`src/shared/ccd_pkg.sv`:
```
// Contract
// - conversion-1 range code 000..110 picks the seven ranges; other codes give 0..12 V
// - a channel function write may overwrite the conversion-1 range field
// - conversion-2 input select: ext1/gnd, ext2/gnd, ext2/ext1, gnd/gnd
// - conversion-1 input select has four node pairs; a function write may alter it
// - five sense buffers: 0 low power, 1 full power, all reset to 1
// - counter enabled counts rising debounced edges, or falling edges when inverted
// - inversion bit inverts the comparator output before further use
// - comparator enable turns comparator on; a function write may change it
// - sink range bit: 0 gives 120 uA steps, 1 gives 240 uA steps
// - five-bit sink code programs the sink; zero switches it off
// - every channel function write clears the sink code
// - debounce mode 0 integrates: count up when asserted, down when not
// - debounce mode 1 counts up while asserted, back to zero on deassert
// - debounce time resets to 0xB (240 us); code zero bypasses the debouncer
// - channel function field selects function; reset and unlisted codes give high impedance
package ccd_pkg;
    // register offsets on the register port
    localparam logic [7:0] OFF_CHANNEL_FUNCTION_FIELD = 8'h01;
    localparam logic [7:0] OFF_CONV = 8'h02;
    localparam logic [7:0] OFF_PWR = 8'h03;
    localparam logic [7:0] OFF_DIN1 = 8'h04;
    localparam logic [7:0] OFF_COUNT = 8'h10;
    // values after reset
    localparam logic [3:0] RST_CHANNEL_FUNCTION_FIELD = 4'h0;
    localparam logic [15:0] RST_CONV = 16'h2400;
    localparam logic [4:0] RST_PWR = 5'h1F;
    localparam logic [15:0] RST_DIN1 = 16'h000B;
    // writable bits of the digital input register, bit 5 reserved
    localparam logic [15:0] MASK_DIN1 = 16'hFFDF;
    // field positions
    localparam int FIRST_CONVERSION_RANGE_LSB = 4;
    localparam int CONV2_SEL_LSB = 2;
    localparam int CONV1_SEL_LSB = 0;
    localparam int COUNT_EN_BIT = 15;
    localparam int INVERT_BIT = 14;
    localparam int COMP_EN_BIT = 13;
    localparam int SINK_RANGE_BIT = 12;
    localparam int SINK_LSB = 7;
    localparam int DB_MODE_BIT = 6;
    localparam int DB_TIME_LSB = 0;
    // timing
    localparam int CLK_PERIOD_NS = 25;
    localparam int DB_TICK_NS = 1000;
    localparam int DB_TICK_CYC = (DB_TICK_NS + CLK_PERIOD_NS - 1) / CLK_PERIOD_NS;
    localparam int DB_REF_CODE = 11;
    localparam int DB_REF_US = 240;
    localparam int SINK_STEP0_UA = 120;
    localparam int SINK_STEP1_UA = 240;

    typedef enum logic [2:0] {
        CCD_RNG_0_12V, CCD_RNG_PM12V, CCD_RNG_PM2V5, CCD_RNG_N2V5_0,
        CCD_RNG_0_2V5, CCD_RNG_0_625MV, CCD_RNG_PM104MV
    } ccd_range_e;
    typedef enum logic [1:0] {
        CCD_C2_EXT1_GND, CCD_C2_EXT2_GND, CCD_C2_EXT2_EXT1, CCD_C2_GND_GND
    } ccd_conv2_sel_e;
    typedef enum logic [1:0] {
        CCD_C1_LOW_GND, CCD_C1_HIGH_LOW, CCD_C1_EXT2_EXT1, CCD_C1_LOW_EXT1
    } ccd_conv1_sel_e;
    typedef enum logic [3:0] {
        CCD_FN_HIGH_Z, CCD_FN_VOUT, CCD_FN_IOUT, CCD_FN_VIN, CCD_FN_IIN_EXT,
        CCD_FN_IIN_LOOP, CCD_FN_RES_2W, CCD_FN_RES_34W, CCD_FN_DIN_LOGIC,
        CCD_FN_DIN_LOOP
    } ccd_func_e;

    typedef struct packed {
        logic wr;
        logic rd;
        logic [7:0] addr;
        logic [15:0] wdata;
    } ccd_reg_req_s;
    typedef struct packed {
        logic ground_sense_buffer_power;
        logic low_side_buffer_power;
        logic high_side_buffer_power;
        logic external_two_buffer_power;
        logic external_one_buffer_power;
    } ccd_buf_pwr_s;

    function automatic ccd_range_e ccd_decode_range(input logic [2:0] code);
        ccd_range_e r;
        r = (code == 3'h7) ? CCD_RNG_0_12V : ccd_range_e'(code);
        return r;
    endfunction

    function automatic ccd_func_e ccd_decode_func(input logic [3:0] code);
        ccd_func_e f;
        f = (code > 4'h9) ? CCD_FN_HIGH_Z : ccd_func_e'(code);
        return f;
    endfunction

    // terminal count in debounce ticks, scaled so that the reset code gives 240 us
    function automatic logic [9:0] ccd_db_terminal(input logic [4:0] code);
        int t;
        t = (int'(code) * DB_REF_US + DB_REF_CODE / 2) / DB_REF_CODE;
        return t[9:0];
    endfunction
endpackage

```
`src/ccd_top.sv`:
```
`timescale 1ns/1ps
`default_nettype none
module ccd_top (
    input wire logic ref_clk_i,
    input wire logic rst_n_i,
    input wire ccd_pkg::ccd_reg_req_s reg_req_i,
    input wire logic comp_raw_i,
    output logic [15:0] reg_rdata_o,
    output logic reg_rvalid_o,
    output ccd_pkg::ccd_func_e channel_function_field_o,
    output ccd_pkg::ccd_range_e first_conversion_range_o,
    output ccd_pkg::ccd_conv1_sel_e first_conversion_input_sel_o,
    output ccd_pkg::ccd_conv2_sel_e second_conversion_input_sel_o,
    output ccd_pkg::ccd_buf_pwr_s buf_pwr_o,
    output logic comparator_en_o,
    output logic comparator_invert_o,
    output logic sink_range_o,
    output logic [4:0] sink_code_o,
    output logic sink_on_o,
    output logic [12:0] sink_current_ua_o,
    output logic din_debounced_o,
    output logic [15:0] din_count_o
);
    import ccd_pkg::*;

    ////////////////////////////////////////////////////////////////////////////////
    // register state
    logic [3:0] channel_function_field_r;
    logic [15:0] conv_r;
    logic [4:0] pwr_r;
    logic [15:0] din1_r;
    logic [15:0] rdata_r;
    logic rvalid_r;
    logic [15:0] conv_nxt;
    logic [15:0] din1_nxt;
    logic [15:0] rdata_nxt;

    // decoded outputs, one flop behind the registers
    ccd_func_e func_out_r;
    ccd_range_e range_out_r;
    ccd_conv1_sel_e c1_sel_r;
    ccd_conv2_sel_e c2_sel_r;
    ccd_buf_pwr_s buf_pwr_r;
    logic comp_en_r;
    logic invert_r;
    logic sink_range_r;
    logic [4:0] sink_code_r;
    logic sink_on_r;
    logic [12:0] sink_ua_r;

    ////////////////////////////////////////////////////////////////////////////////
    // address decode
    logic hit_func;
    logic hit_conv;
    logic hit_pwr;
    logic hit_din1;
    logic new_is_din;
    logic [15:0] din_count;
    logic db_level;

    assign hit_func = reg_req_i.wr && (reg_req_i.addr == OFF_CHANNEL_FUNCTION_FIELD);
    assign hit_conv = reg_req_i.wr && (reg_req_i.addr == OFF_CONV);
    assign hit_pwr = reg_req_i.wr && (reg_req_i.addr == OFF_PWR);
    assign hit_din1 = reg_req_i.wr && (reg_req_i.addr == OFF_DIN1);
    // digital input functions want the comparator running
    assign new_is_din = (ccd_decode_func(reg_req_i.wdata[3:0]) == CCD_FN_DIN_LOGIC) ||
        (ccd_decode_func(reg_req_i.wdata[3:0]) == CCD_FN_DIN_LOOP);

    ////////////////////////////////////////////////////////////////////////////////
    // next values; a function write reshapes the other two registers
    // the host is trusted to halt conversions before touching conv_r
    always_comb begin
        conv_nxt = conv_r;
        din1_nxt = din1_r;
        if (hit_conv) begin
            conv_nxt = reg_req_i.wdata;
        end else if (hit_func) begin
            conv_nxt[FIRST_CONVERSION_RANGE_LSB +: 3] = 3'h0;
            conv_nxt[CONV1_SEL_LSB +: 2] = 2'h0;
        end
        if (hit_din1) begin
            din1_nxt = reg_req_i.wdata & MASK_DIN1;
        end else if (hit_func) begin
            din1_nxt[SINK_LSB +: 5] = 5'h00;
            din1_nxt[COMP_EN_BIT] = new_is_din;
        end
    end

    // read mux; unmapped offsets read zero
    assign rdata_nxt =
        (reg_req_i.addr == OFF_CHANNEL_FUNCTION_FIELD) ? {12'h000, channel_function_field_r} :
        (reg_req_i.addr == OFF_CONV) ? conv_r :
        (reg_req_i.addr == OFF_PWR) ? {11'h000, pwr_r} :
        (reg_req_i.addr == OFF_DIN1) ? din1_r :
        (reg_req_i.addr == OFF_COUNT) ? din_count : 16'h0000;

    ////////////////////////////////////////////////////////////////////////////////
    // register file
    always_ff @(posedge ref_clk_i) begin
        if (!rst_n_i) begin
            channel_function_field_r <= RST_CHANNEL_FUNCTION_FIELD;
            conv_r <= RST_CONV;
            pwr_r <= RST_PWR;
            din1_r <= RST_DIN1;
        end else begin
            channel_function_field_r <= hit_func ? reg_req_i.wdata[3:0] : channel_function_field_r;
            conv_r <= conv_nxt;
            pwr_r <= hit_pwr ? reg_req_i.wdata[4:0] : pwr_r;
            din1_r <= din1_nxt;
        end
    end

    // read answer one cycle after the strobe
    always_ff @(posedge ref_clk_i) begin
        if (!rst_n_i) begin
            rdata_r <= 16'h0000;
            rvalid_r <= 1'b0;
        end else begin
            rdata_r <= reg_req_i.rd ? rdata_nxt : rdata_r;
            rvalid_r <= reg_req_i.rd;
        end
    end

    ////////////////////////////////////////////////////////////////////////////////
    // decoded control outputs
    always_ff @(posedge ref_clk_i) begin
        if (!rst_n_i) begin
            func_out_r <= CCD_FN_HIGH_Z;
            range_out_r <= CCD_RNG_0_12V;
            c1_sel_r <= CCD_C1_LOW_GND;
            c2_sel_r <= CCD_C2_EXT1_GND;
        end else begin
            func_out_r <= ccd_decode_func(channel_function_field_r);
            range_out_r <= ccd_decode_range(conv_r[FIRST_CONVERSION_RANGE_LSB +: 3]);
            c1_sel_r <= ccd_conv1_sel_e'(conv_r[CONV1_SEL_LSB +: 2]);
            c2_sel_r <= ccd_conv2_sel_e'(conv_r[CONV2_SEL_LSB +: 2]);
        end
    end

    // buffer power and sink drive
    always_ff @(posedge ref_clk_i) begin
        if (!rst_n_i) begin
            buf_pwr_r <= ccd_buf_pwr_s'(RST_PWR);
            comp_en_r <= 1'b0;
            invert_r <= 1'b0;
            sink_range_r <= 1'b0;
            sink_code_r <= 5'h00;
            sink_on_r <= 1'b0;
            sink_ua_r <= 13'h0000;
        end else begin
            buf_pwr_r <= ccd_buf_pwr_s'(pwr_r);
            comp_en_r <= din1_r[COMP_EN_BIT];
            invert_r <= din1_r[INVERT_BIT];
            sink_range_r <= din1_r[SINK_RANGE_BIT];
            sink_code_r <= din1_r[SINK_LSB +: 5];
            sink_on_r <= (din1_r[SINK_LSB +: 5] != 5'h00);
            sink_ua_r <= 13'(din1_r[SINK_LSB +: 5] *
                (din1_r[SINK_RANGE_BIT] ? SINK_STEP1_UA : SINK_STEP0_UA));
        end
    end

    ////////////////////////////////////////////////////////////////////////////////
    // comparator path: disabled comparator reads low, inversion applied first
    logic cmp_eff;
    assign cmp_eff = din1_r[COMP_EN_BIT] ? (comp_raw_i ^ din1_r[INVERT_BIT]) : 1'b0;

    ccd_debounce u_debounce (
        .ref_clk_i(ref_clk_i),
        .rst_n_i(rst_n_i),
        .sample_i(cmp_eff),
        .mode_i(din1_r[DB_MODE_BIT]),
        .time_i(din1_r[DB_TIME_LSB +: 5]),
        .level_o(db_level)
    );

    ccd_edge_counter u_counter (
        .ref_clk_i(ref_clk_i),
        .rst_n_i(rst_n_i),
        .level_i(db_level),
        .falling_i(din1_r[INVERT_BIT]),
        .en_i(din1_r[COUNT_EN_BIT]),
        .count_o(din_count)
    );

    ////////////////////////////////////////////////////////////////////////////////
    // output drive
    assign reg_rdata_o = rdata_r;
    assign reg_rvalid_o = rvalid_r;
    assign channel_function_field_o = func_out_r;
    assign first_conversion_range_o = range_out_r;
    assign first_conversion_input_sel_o = c1_sel_r;
    assign second_conversion_input_sel_o = c2_sel_r;
    assign buf_pwr_o = buf_pwr_r;
    assign comparator_en_o = comp_en_r;
    assign comparator_invert_o = invert_r;
    assign sink_range_o = sink_range_r;
    assign sink_code_o = sink_code_r;
    assign sink_on_o = sink_on_r;
    assign sink_current_ua_o = sink_ua_r;
    assign din_debounced_o = db_level;
    assign din_count_o = din_count;

    ////////////////////////////////////////////////////////////////////////////////
    // checks
    a_func_clears_sink: assert property (@(posedge ref_clk_i) disable iff (!rst_n_i)
        hit_func ##1 !hit_din1 |=> ##1 sink_code_o == 5'h00 && !sink_on_o)
        else $error("sink not cleared by function write");
    a_range_default: assert property (@(posedge ref_clk_i) disable iff (!rst_n_i)
        conv_r[FIRST_CONVERSION_RANGE_LSB +: 3] == 3'h7 |=> first_conversion_range_o == CCD_RNG_0_12V)
        else $error("spare range code not 0..12 V");
    a_func_unlisted: assert property (@(posedge ref_clk_i) disable iff (!rst_n_i)
        channel_function_field_r > 4'h9 |=> channel_function_field_o == CCD_FN_HIGH_Z)
        else $error("unlisted function not high impedance");
    a_buf_after_reset: assert property (@(posedge ref_clk_i) disable iff (!rst_n_i)
        $rose(rst_n_i) |-> pwr_r == RST_PWR && din1_r == RST_DIN1)
        else $error("reset values wrong");
    a_sink_scale: assert property (@(posedge ref_clk_i) disable iff (!rst_n_i)
        din1_r[SINK_RANGE_BIT] && din1_r[SINK_LSB +: 5] == 5'h1F
        |=> sink_current_ua_o == 13'd7440) else $error("range 1 full scale wrong");
    a_func_reshapes: assert property (@(posedge ref_clk_i) disable iff (!rst_n_i)
        hit_func |=> conv_r[FIRST_CONVERSION_RANGE_LSB +: 3] == 3'h0 &&
        din1_r[COMP_EN_BIT] == $past(new_is_din))
        else $error("function write side effects wrong");
    a_invert_path: assert property (@(posedge ref_clk_i) disable iff (!rst_n_i)
        din1_r[COMP_EN_BIT] |-> cmp_eff == (comp_raw_i ^ din1_r[INVERT_BIT]))
        else $error("comparator inversion wrong");
    a_c2_select: assert property (@(posedge ref_clk_i) disable iff (!rst_n_i)
        conv_r[CONV2_SEL_LSB +: 2] == 2'h3 |=> second_conversion_input_sel_o == CCD_C2_GND_GND)
        else $error("conversion 2 select wrong");
endmodule
`default_nettype wire

```
`src/ccd_debounce.sv`:
```
`timescale 1ns/1ps
`default_nettype none
module ccd_debounce (
    input wire logic ref_clk_i,
    input wire logic rst_n_i,
    input wire logic sample_i,
    input wire logic mode_i,
    input wire logic [4:0] time_i,
    output logic level_o
);
    import ccd_pkg::*;

    logic [5:0] tick_cnt_r;
    logic [9:0] cnt_r;
    logic level_r;
    logic tick;
    logic bypass;
    logic [9:0] term;
    logic [9:0] cnt_nxt;
    logic level_nxt;

    // sample strobe; the tick sets the time base of every nonzero debounce code
    assign tick = (tick_cnt_r == 6'(DB_TICK_CYC - 1));
    assign bypass = (time_i == 5'h00);
    assign term = ccd_db_terminal(time_i);
    // mode 0 walks both ways, mode 1 drops straight to zero on deassert
    assign cnt_nxt = sample_i ? ((cnt_r < term) ? cnt_r + 10'h001 : cnt_r)
        : (mode_i ? 10'h000 : ((cnt_r != 10'h000) ? cnt_r - 10'h001 : cnt_r));
    // output moves only at the two ends of the count
    assign level_nxt = (cnt_nxt >= term) ? 1'b1 :
        ((cnt_nxt == 10'h000) ? 1'b0 : level_r);
    assign level_o = level_r;

    // tick divider
    always_ff @(posedge ref_clk_i) begin
        if (!rst_n_i || tick) begin
            tick_cnt_r <= 6'h00;
        end else begin
            tick_cnt_r <= tick_cnt_r + 6'h01;
        end
    end

    // bypass passes the raw level with one flop of delay
    always_ff @(posedge ref_clk_i) begin
        if (!rst_n_i) begin
            cnt_r <= 10'h000;
            level_r <= 1'b0;
        end else if (bypass) begin
            cnt_r <= 10'h000;
            level_r <= sample_i;
        end else if (tick) begin
            cnt_r <= cnt_nxt;
            level_r <= level_nxt;
        end
    end

    a_bypass_follows: assert property (@(posedge ref_clk_i) disable iff (!rst_n_i)
        bypass |=> level_r == $past(sample_i)) else $error("bypass level wrong");
    a_integrator_down: assert property (@(posedge ref_clk_i) disable iff (!rst_n_i)
        tick && !bypass && !mode_i && !sample_i && cnt_r != 10'h000
        |=> cnt_r == $past(cnt_r) - 10'h001) else $error("no decrement");
    a_simple_clear: assert property (@(posedge ref_clk_i) disable iff (!rst_n_i)
        tick && !bypass && mode_i && !sample_i |=> cnt_r == 10'h000)
        else $error("mode 1 count not cleared");
    a_rise_at_term: assert property (@(posedge ref_clk_i) disable iff (!rst_n_i)
        $rose(level_r) && !$past(bypass) |-> cnt_r >= $past(term))
        else $error("level rose early");
endmodule
`default_nettype wire

```
`src/ccd_edge_counter.sv`:
```
`timescale 1ns/1ps
`default_nettype none
module ccd_edge_counter (
    input wire logic ref_clk_i,
    input wire logic rst_n_i,
    input wire logic level_i,
    input wire logic falling_i,
    input wire logic en_i,
    output logic [15:0] count_o
);
    import ccd_pkg::*;

    logic prev_r;
    logic [15:0] count_r;
    logic edge_hit;

    // edge polarity follows the inversion bit; count wraps at full scale
    assign edge_hit = en_i && (falling_i ? (prev_r && !level_i) : (!prev_r && level_i));
    assign count_o = count_r;

    always_ff @(posedge ref_clk_i) begin
        if (!rst_n_i) begin
            prev_r <= 1'b0;
            count_r <= 16'h0000;
        end else begin
            prev_r <= level_i;
            count_r <= edge_hit ? count_r + 16'h0001 : count_r;
        end
    end

    a_count_edge: assert property (@(posedge ref_clk_i) disable iff (!rst_n_i)
        en_i && !falling_i && $rose(level_i) && $past(rst_n_i)
        |=> count_r == $past(count_r) + 16'h0001) else $error("rising edge lost");
    a_count_hold: assert property (@(posedge ref_clk_i) disable iff (!rst_n_i)
        !en_i |=> $stable(count_r)) else $error("counted while off");
endmodule
`default_nettype wire

```
`config.mk`:
```
export PLATFORM = sky130hd
export DESIGN_NAME = ccd_top
export DESIGN_NICKNAME = d
export VERILOG_FILES = /design/src/shared/ccd_pkg.sv /design/src/ccd_top.sv /design/src/ccd_debounce.sv /design/src/ccd_edge_counter.sv
export SDC_FILE = /design/constraint.sdc
export NUM_CORES = 1
export LEC_CHECK = 0
export BUFFER_PORTS_ARGS = -buffer_cell sky130_fd_sc_hd__buf_2
export CAP_MARGIN = 15
export CORE_MARGIN = 2
export CORE_UTILIZATION = 60
export DETAILED_ROUTE_END_ITERATION = 7
export HOLD_SLACK_MARGIN = 0.02
export PLACE_DENSITY = 0.81
export SETUP_SLACK_MARGIN = 0.1
export SYNTH_ARGS = -nofsm -noshare
export SYNTH_HDL_FRONTEND = slang
export SYNTH_HIERARCHICAL = 1
export SYNTH_SLANG_ARGS = --single-unit
```
`constraint.sdc`:
```
create_clock -name ref_clk_i -period 25.6 [get_ports ref_clk_i]
set_input_delay 1.28 -clock ref_clk_i [delete_from_list [all_inputs] [get_ports ref_clk_i]]
set_output_delay 1.28 -clock ref_clk_i [all_outputs]
set_load 0.01 [all_outputs]
```
After elaboration in Yosys (flattened, before gate mapping)
Index checks and enable logic that the tools add are counted.
Cells by class
  $mul: 2
  div/mod/pow operators: 1
  eq/ne operators: 9
  muxes and demuxes: 25
  bitwise logic cells: 2
  add/sub/neg operators: 5
  reduce and logical (&&, ||, !) cells: 24
  order comparisons: 4
Operators by type and width (count)
  16-bit 2-to-1 mux: 5
  10-bit 2-to-1 mux: 4
  32-bit by 4-bit adder with 32-bit output, second input constant: 1
  32-bit by 5-bit divider with 32-bit output, second input constant: 1
  16-bit by 1-bit adder with 16-bit output, second input constant: 1
  8-bit by 2-bit equality test with 1-bit output, second input constant: 2
  5-bit by 8-bit multiplier with 13-bit output: 1
  10-bit by 1-bit adder with 10-bit output, second input constant: 1
  10-bit greater-or-equal comparator: 1
  10-bit zero test: 1
  10-bit < comparator: 1
  5-bit 2-to-1 mux: 2
  10-bit nonzero test: 1
  10-bit by 1-bit subtractor with 10-bit output, second input constant: 1
  5-bit by 4-bit multiplier with 9-bit output, second input constant: 1
  4-bit equality test, second input constant: 2
  8-bit by 1-bit equality test with 1-bit output, second input constant: 1
  8-bit by 3-bit equality test with 1-bit output, second input constant: 1
  8-bit by 5-bit equality test with 1-bit output, second input constant: 1
  4-bit greater-than comparator, second input constant: 2
  1-bit 2-to-1 mux: 8
  8-bit 2-to-1 mux: 1
  1-bit logical AND: 7
  6-bit by 1-bit adder with 6-bit output, second input constant: 1
  other kinds (15): 24
Word-level totals
  output and inout bits: 72
  bits in registers: 129
  word-level logic and storage cells: 100
  input bits: 29

Logic depth before layout (Yosys ltp)
  depth after elaboration: 11
  gate-level depth with buffers: 66

Cells and area by module
The synthesis kept the hierarchy.
Modules (own cells, without submodules)
  ccd_debounce: times used 1, area each 5680.4 sq um, cells each 783
  ccd_top: times used 1, area each 4252.8 sq um, cells each 448
  ccd_edge_counter: times used 1, area each 790.8 sq um, cells each 91

Worst setup path before layout
OpenSTA, ideal clock, no wires.
  kind: register to register
  start: register din1_r[0]
  end: register u_debounce.level_r, in the netlist u_debounce/level_o
  path slack: 12304 ps
  setup time: 131 ps
  data arrival time: 13165 ps
  stages on the path, launching flop included: 55
  required time: 25469 ps
  path buffers: 3
  path through: dfxtp_1 clkbuf_1 inv_1 ha_1 ha_1 inv_1 fa_1 nand2b_1 a21oi_1 xor2_1 a22oi_2 inv_2 ha_1 nand2b_1 nor3_1 a221oi_4 xnor2_1 nand2_1 (+19 left out) nor4_1 o221ai_2 a2111oi_4 nand3_2 and3b_1 ha_1 nor2_1 nor3_1 nand2b_1 nor2_1 nand3_1 nor2_1 a311oi_1 a21oi_1 or4_1 or4_1 o41ai_2 a31oi_1
On the way
  cells in the longest elaborated chain, start to end: 10
  elaborated cells between the ends (all ways): 15
  those cells by class: add/sub: 1; mul: 1; div: 1; order compare: 2; mux: 5; reduce/logical: 5
Ends and longest elaborated chain
  start, declared: RTL line ccd_top.sv:31  | logic [15:0] din1_r;
  start signal, assigned: RTL line ccd_top.sv:109  | din1_r <= din1_nxt;
  5-bit by 4-bit multiplier with 9-bit output *: RTL line ccd_pkg.sv:96  | t = (int'(code) * DB_REF_US + DB_REF_CODE / 2) / DB_REF_CODE;
  32-bit by 4-bit adder with 32-bit output *: RTL line ccd_pkg.sv:96
  32-bit by 5-bit divider with 32-bit output *: RTL line ccd_pkg.sv:96
  10-bit < comparator *: RTL line ccd_debounce.sv:27  | assign cnt_nxt = sample_i ? ((cnt_r < term) ? cnt_r + 10'h001 : cnt_r)
  10-bit 2-to-1 mux * (2 in series): RTL line ccd_debounce.sv:27
  net u_debounce.cnt_nxt[9]: RTL line ccd_debounce.sv:19  | logic [9:0] cnt_nxt;
  10-bit greater-or-equal comparator: RTL line ccd_debounce.sv:30  | assign level_nxt = (cnt_nxt >= term) ? 1'b1 :
  1-bit 2-to-1 mux: RTL line ccd_debounce.sv:30
  1-bit 2-to-1 mux: RTL line ccd_debounce.sv:51  | end else if (tick) begin
  1-bit 2-to-1 mux: RTL line ccd_debounce.sv:48  | end else if (bypass) begin
  end signal, assigned: RTL line ccd_debounce.sv:50  | level_r <= sample_i;
  end signal, assigned: RTL line ccd_debounce.sv:53  | level_r <= level_nxt;
  end, declared: RTL line ccd_debounce.sv:15  | logic level_r;
Mark *: on every way through the listed nets, which the timed path passes. The rest lies on a longest branch. The select of a mux whose other input is x is not followed.
A chain may end at the register's enable or synchronous reset.

Final worst setup path
Ends and elaborated chain as after synthesis.

==> impl_metrics.json <==
{
  "cpPeakStageDelay_ns": 0.81,
  "setup_tns_ns": 0,
  "synthArstFlopShare_pct": 0,
  "htreeDepth": 4,
  "slowest_stage": "o311ai_0",
  "dieWidth_um": 137.7,
  "post_cts_buffers": 0,
  "drc": 0,
  "max-vdd-ir-drop_mv": 0.05195,
  "ios": 101,
  "setup_viol": 0,
  "cp-end-kind": "flop",
  "critPathRequiredTime_ns": 25.89,
  "hp-class": "flop to flop",
  "fin_nets": 1491,
  "synth_flop_cell": "dfxtp_1",
  "clk_path_buf_depth": 2,
  "timing.final.crit_share_pct": 63.30,
  "synth_seq_cells": 126,
  "path_max_fanout": 17,
  "ys_warn_count": 6,
  "viasPerCell": 6.666,
  "wirelength_mm": 30.74,
  "start_kind": "flop",
  "grt_overflow": 0,
  "synthTopCellsByArea": "dfxtp_1, ha_1, nand2_1, nor2_1, a21oi_1",
  "insertion_delay_ns": 0.42,
  "die_h_um": 137.7,
  "grt_pass1_wl_mm": 49.99,
  "critPathArrivalTime_ns": 16.50,
  "core-area_um2": 17360,
  "worst_slew_pin_slew_ns": 0.9647,
  "grt_pass1_vias": 10200,
  "row_count": 48,
  "leakage_uw": 0.005081,
  "ctsHoldBuffers": 0,
  "io_buffer_count": 97,
  "drtIter0Drc": 1189,
  "tritoncts": "built",
  "diodes": 0,
  "max_freq_mhz": 61.71,
  "dieArea_um2": 18960,
  "netlist_instances": 1322,
  "utilization_pct": 68.24,
  "synthDistinctLibCells": 134,
  "antenna_left": 0,
  "relSlewSlack_pct": 35.50,
  "gp_congestion": 0.9941,
  "critPathKind": "flop to flop",
  "dpl.hpwl_mm": 22.76,
  "numCtsBuffers": 17,
  "rsz0062_at_grt": "no",
  "fin_crit_ns": 16.20,
  "syn-cell-area_um2": 10720,
  "slew_viol_final": 0,
  "area_growth_pct": 10.44,
  "synth_edf_count": 0,
  "grt_start_max_net_pins": 58,
  "clkSinkCount": 126,
  "antenna_found_initial": 0,
  "power.total_uw": 683.9,
  "routedWlPerCell_um": 18.94,
  "cap_violations": 0,
  "root_buffer": "clkbuf_16",
  "status": "complete, no violations",
  "yosysTopAreaCell": "dfxtp_1",
  "cts_resized": 0,
  "drive_above_1_share_pct": 15.52,
  "postSynthAreaPerCell_um2": 8.112,
  "final.setup_skew_ns": 0.007560,
  "grt_usage_pct": 32.76,
  "power-per-cell-area_nw_per_um2": 57.74,
  "clkTransAtPathRegs_ns": 0.06,
  "synth-seq-area-share_pct": 23.52,
  "initial_utilization_pct": 61.79,
  "finalHoldViolCount": 0,
  "via_count": 10820,
  "yosys.area.top_type_share_pct": 23.52,
  "first_pass_iters": 6
}
==> cell type report <==
type | count | area, um^2
multi-input combinational | 1066 | 7670
fill | 1438 | 5513
sequential | 126 | 2522
timing repair buffer | 102 | 523.0
clock buffer | 17 | 425.4
tap | 225 | 281.5
inverter | 72 | 272.8
clock inverter | 15 | 148.9
==> where the power goes <==
group / internal [uW] / switching [uW] / total (uW)
Clock: 137 / 98.9 / 236
Sequential: 197 / 0.939 / 198
Combinational: 97.4 / 152 / 250
==> metal layers <==
metal | track usage, % | wire, um
met1 | 42.01 | 12890
met2 | 54.86 | 14650
met5 | 0 | 0
met4 | 11.90 | 771
met3 | 6.218 | 2432
==> flip-flops by register name, indices dropped and copies added, names as in the netlist <==
signal,count
comparator_en_o,1
sink_on_o,1
sink_code_o,5
reg_rvalid_o,1
first_conversion_range_o,3
u_counter/prev_r,1
second_conversion_input_sel_o,2
buf_pwr_o,5
u_debounce/level_o,1
u_counter/count_o,16
channel_function_field_r,4
reg_rdata_o,16
pwr_r,5
u_debounce/tick_cnt_r,6
din1_r,15
comparator_invert_o,1
sink_range_o,1
conv_r,16
u_debounce/cnt_r,10
channel_function_field_o,4
first_conversion_input_sel_o,2
sink_current_ua_o,10
==> cells by family after synthesis <==
group / share of synthesized area [%]
and+or+nand+nor: 24.86
DFF: 23.52
other: 0.03497
adders and majority gates: 10.38
AOI/OAI and AO/OA: 28.80
xor gates and xnor gates: 2.824
buffers and inverters: 5.029
muxes: 4.550
==> worst paths after layout <==
kind                             from                       end  slack [ns]  cells past startpoint
max reg2reg                 din1_r[0]        u_debounce/level_o        9.40                     53
max                         din1_r[0]        u_debounce/level_o        9.40                     53
min reg2reg  u_debounce/tick_cnt_r[0]  u_debounce/tick_cnt_r[0]        0.44                      1
min          u_debounce/tick_cnt_r[0]  u_debounce/tick_cnt_r[0]        0.44                      1
==> cell usage after synthesis (8+ instances only) <==
master	n
inv_1	63
o31ai_1	8
a211oi_1	18
mux2i_1	35
and4_1	9
xor2_1	9
nand4_1	13
or3_1	16
a22oi_1	11
xnor2_1	21
o32ai_1	8
ha_1	61
o22ai_1	14
buf_2	12
o21ai_0	61
and3_1	15
dfxtp_1	126
nor2_1	108
nand2_1	126
o211ai_1	11
nand3_1	58
a211o_1	15
a221o_1	8
a31oi_1	28
nor2b_1	13
nor3_1	31
fa_1	16
a21o_1	14
nand2b_1	15
and2_1	23
clkbuf_1	36
nor4_1	8
a21oi_1	71
==> metrics by stage <==
step | instance area [um^2] | worst slack [ns] | instances | hold WS (ns)
floorplan | 10730 | 12.30 | 1324 | 0.4120
global placement | 11270 | 10.44 | 1591 | 0.4296
detailed placement | 11270 | 9.807 | 1591 | 0.4366
CTS | 11840 | 9.748 | 1623 | 0.4452
global route | 11840 | 8.022 | 1623 | 0.4689
finish | 11840 | 9.396 | 1623 | 0.4401
==> layout by cell type, fill, tap and decap left out, types with 9 or more instances in the layout <==
cell,count
a21oi_1,71
fa_1,16
and3_1,15
xor2_1,9
a31oi_1,28
clkbuf_16,17
inv_1,63
nand2_1,126
a211o_1,15
nor2b_1,13
a211oi_1,18
a22oi_1,11
or3_1,16
xnor2_1,21
o211ai_1,11
a21o_1,14
dfxtp_1,126
o22ai_1,14
nor2_1,108
and2_1,23
nand3_1,58
nor3_1,31
mux2i_1,35
nand2b_1,15
o21ai_0,61
ha_1,61
nand4_1,13
buf_2,97
and4_1,9
==> critical path: cells and delay by family (launching register included) <==
kind	cells	cell delay, ns
xor gates and xnor gates	3	1.67
adders and majority gates	7	2.53
DFF	1	0.71
muxes	1	0.15
buffers and inverters	4	0.56
and+or+nand+nor	20	4.80
AOI/OAI and AO/OA	18	5.65
Power figures use the tool's default switching activity.
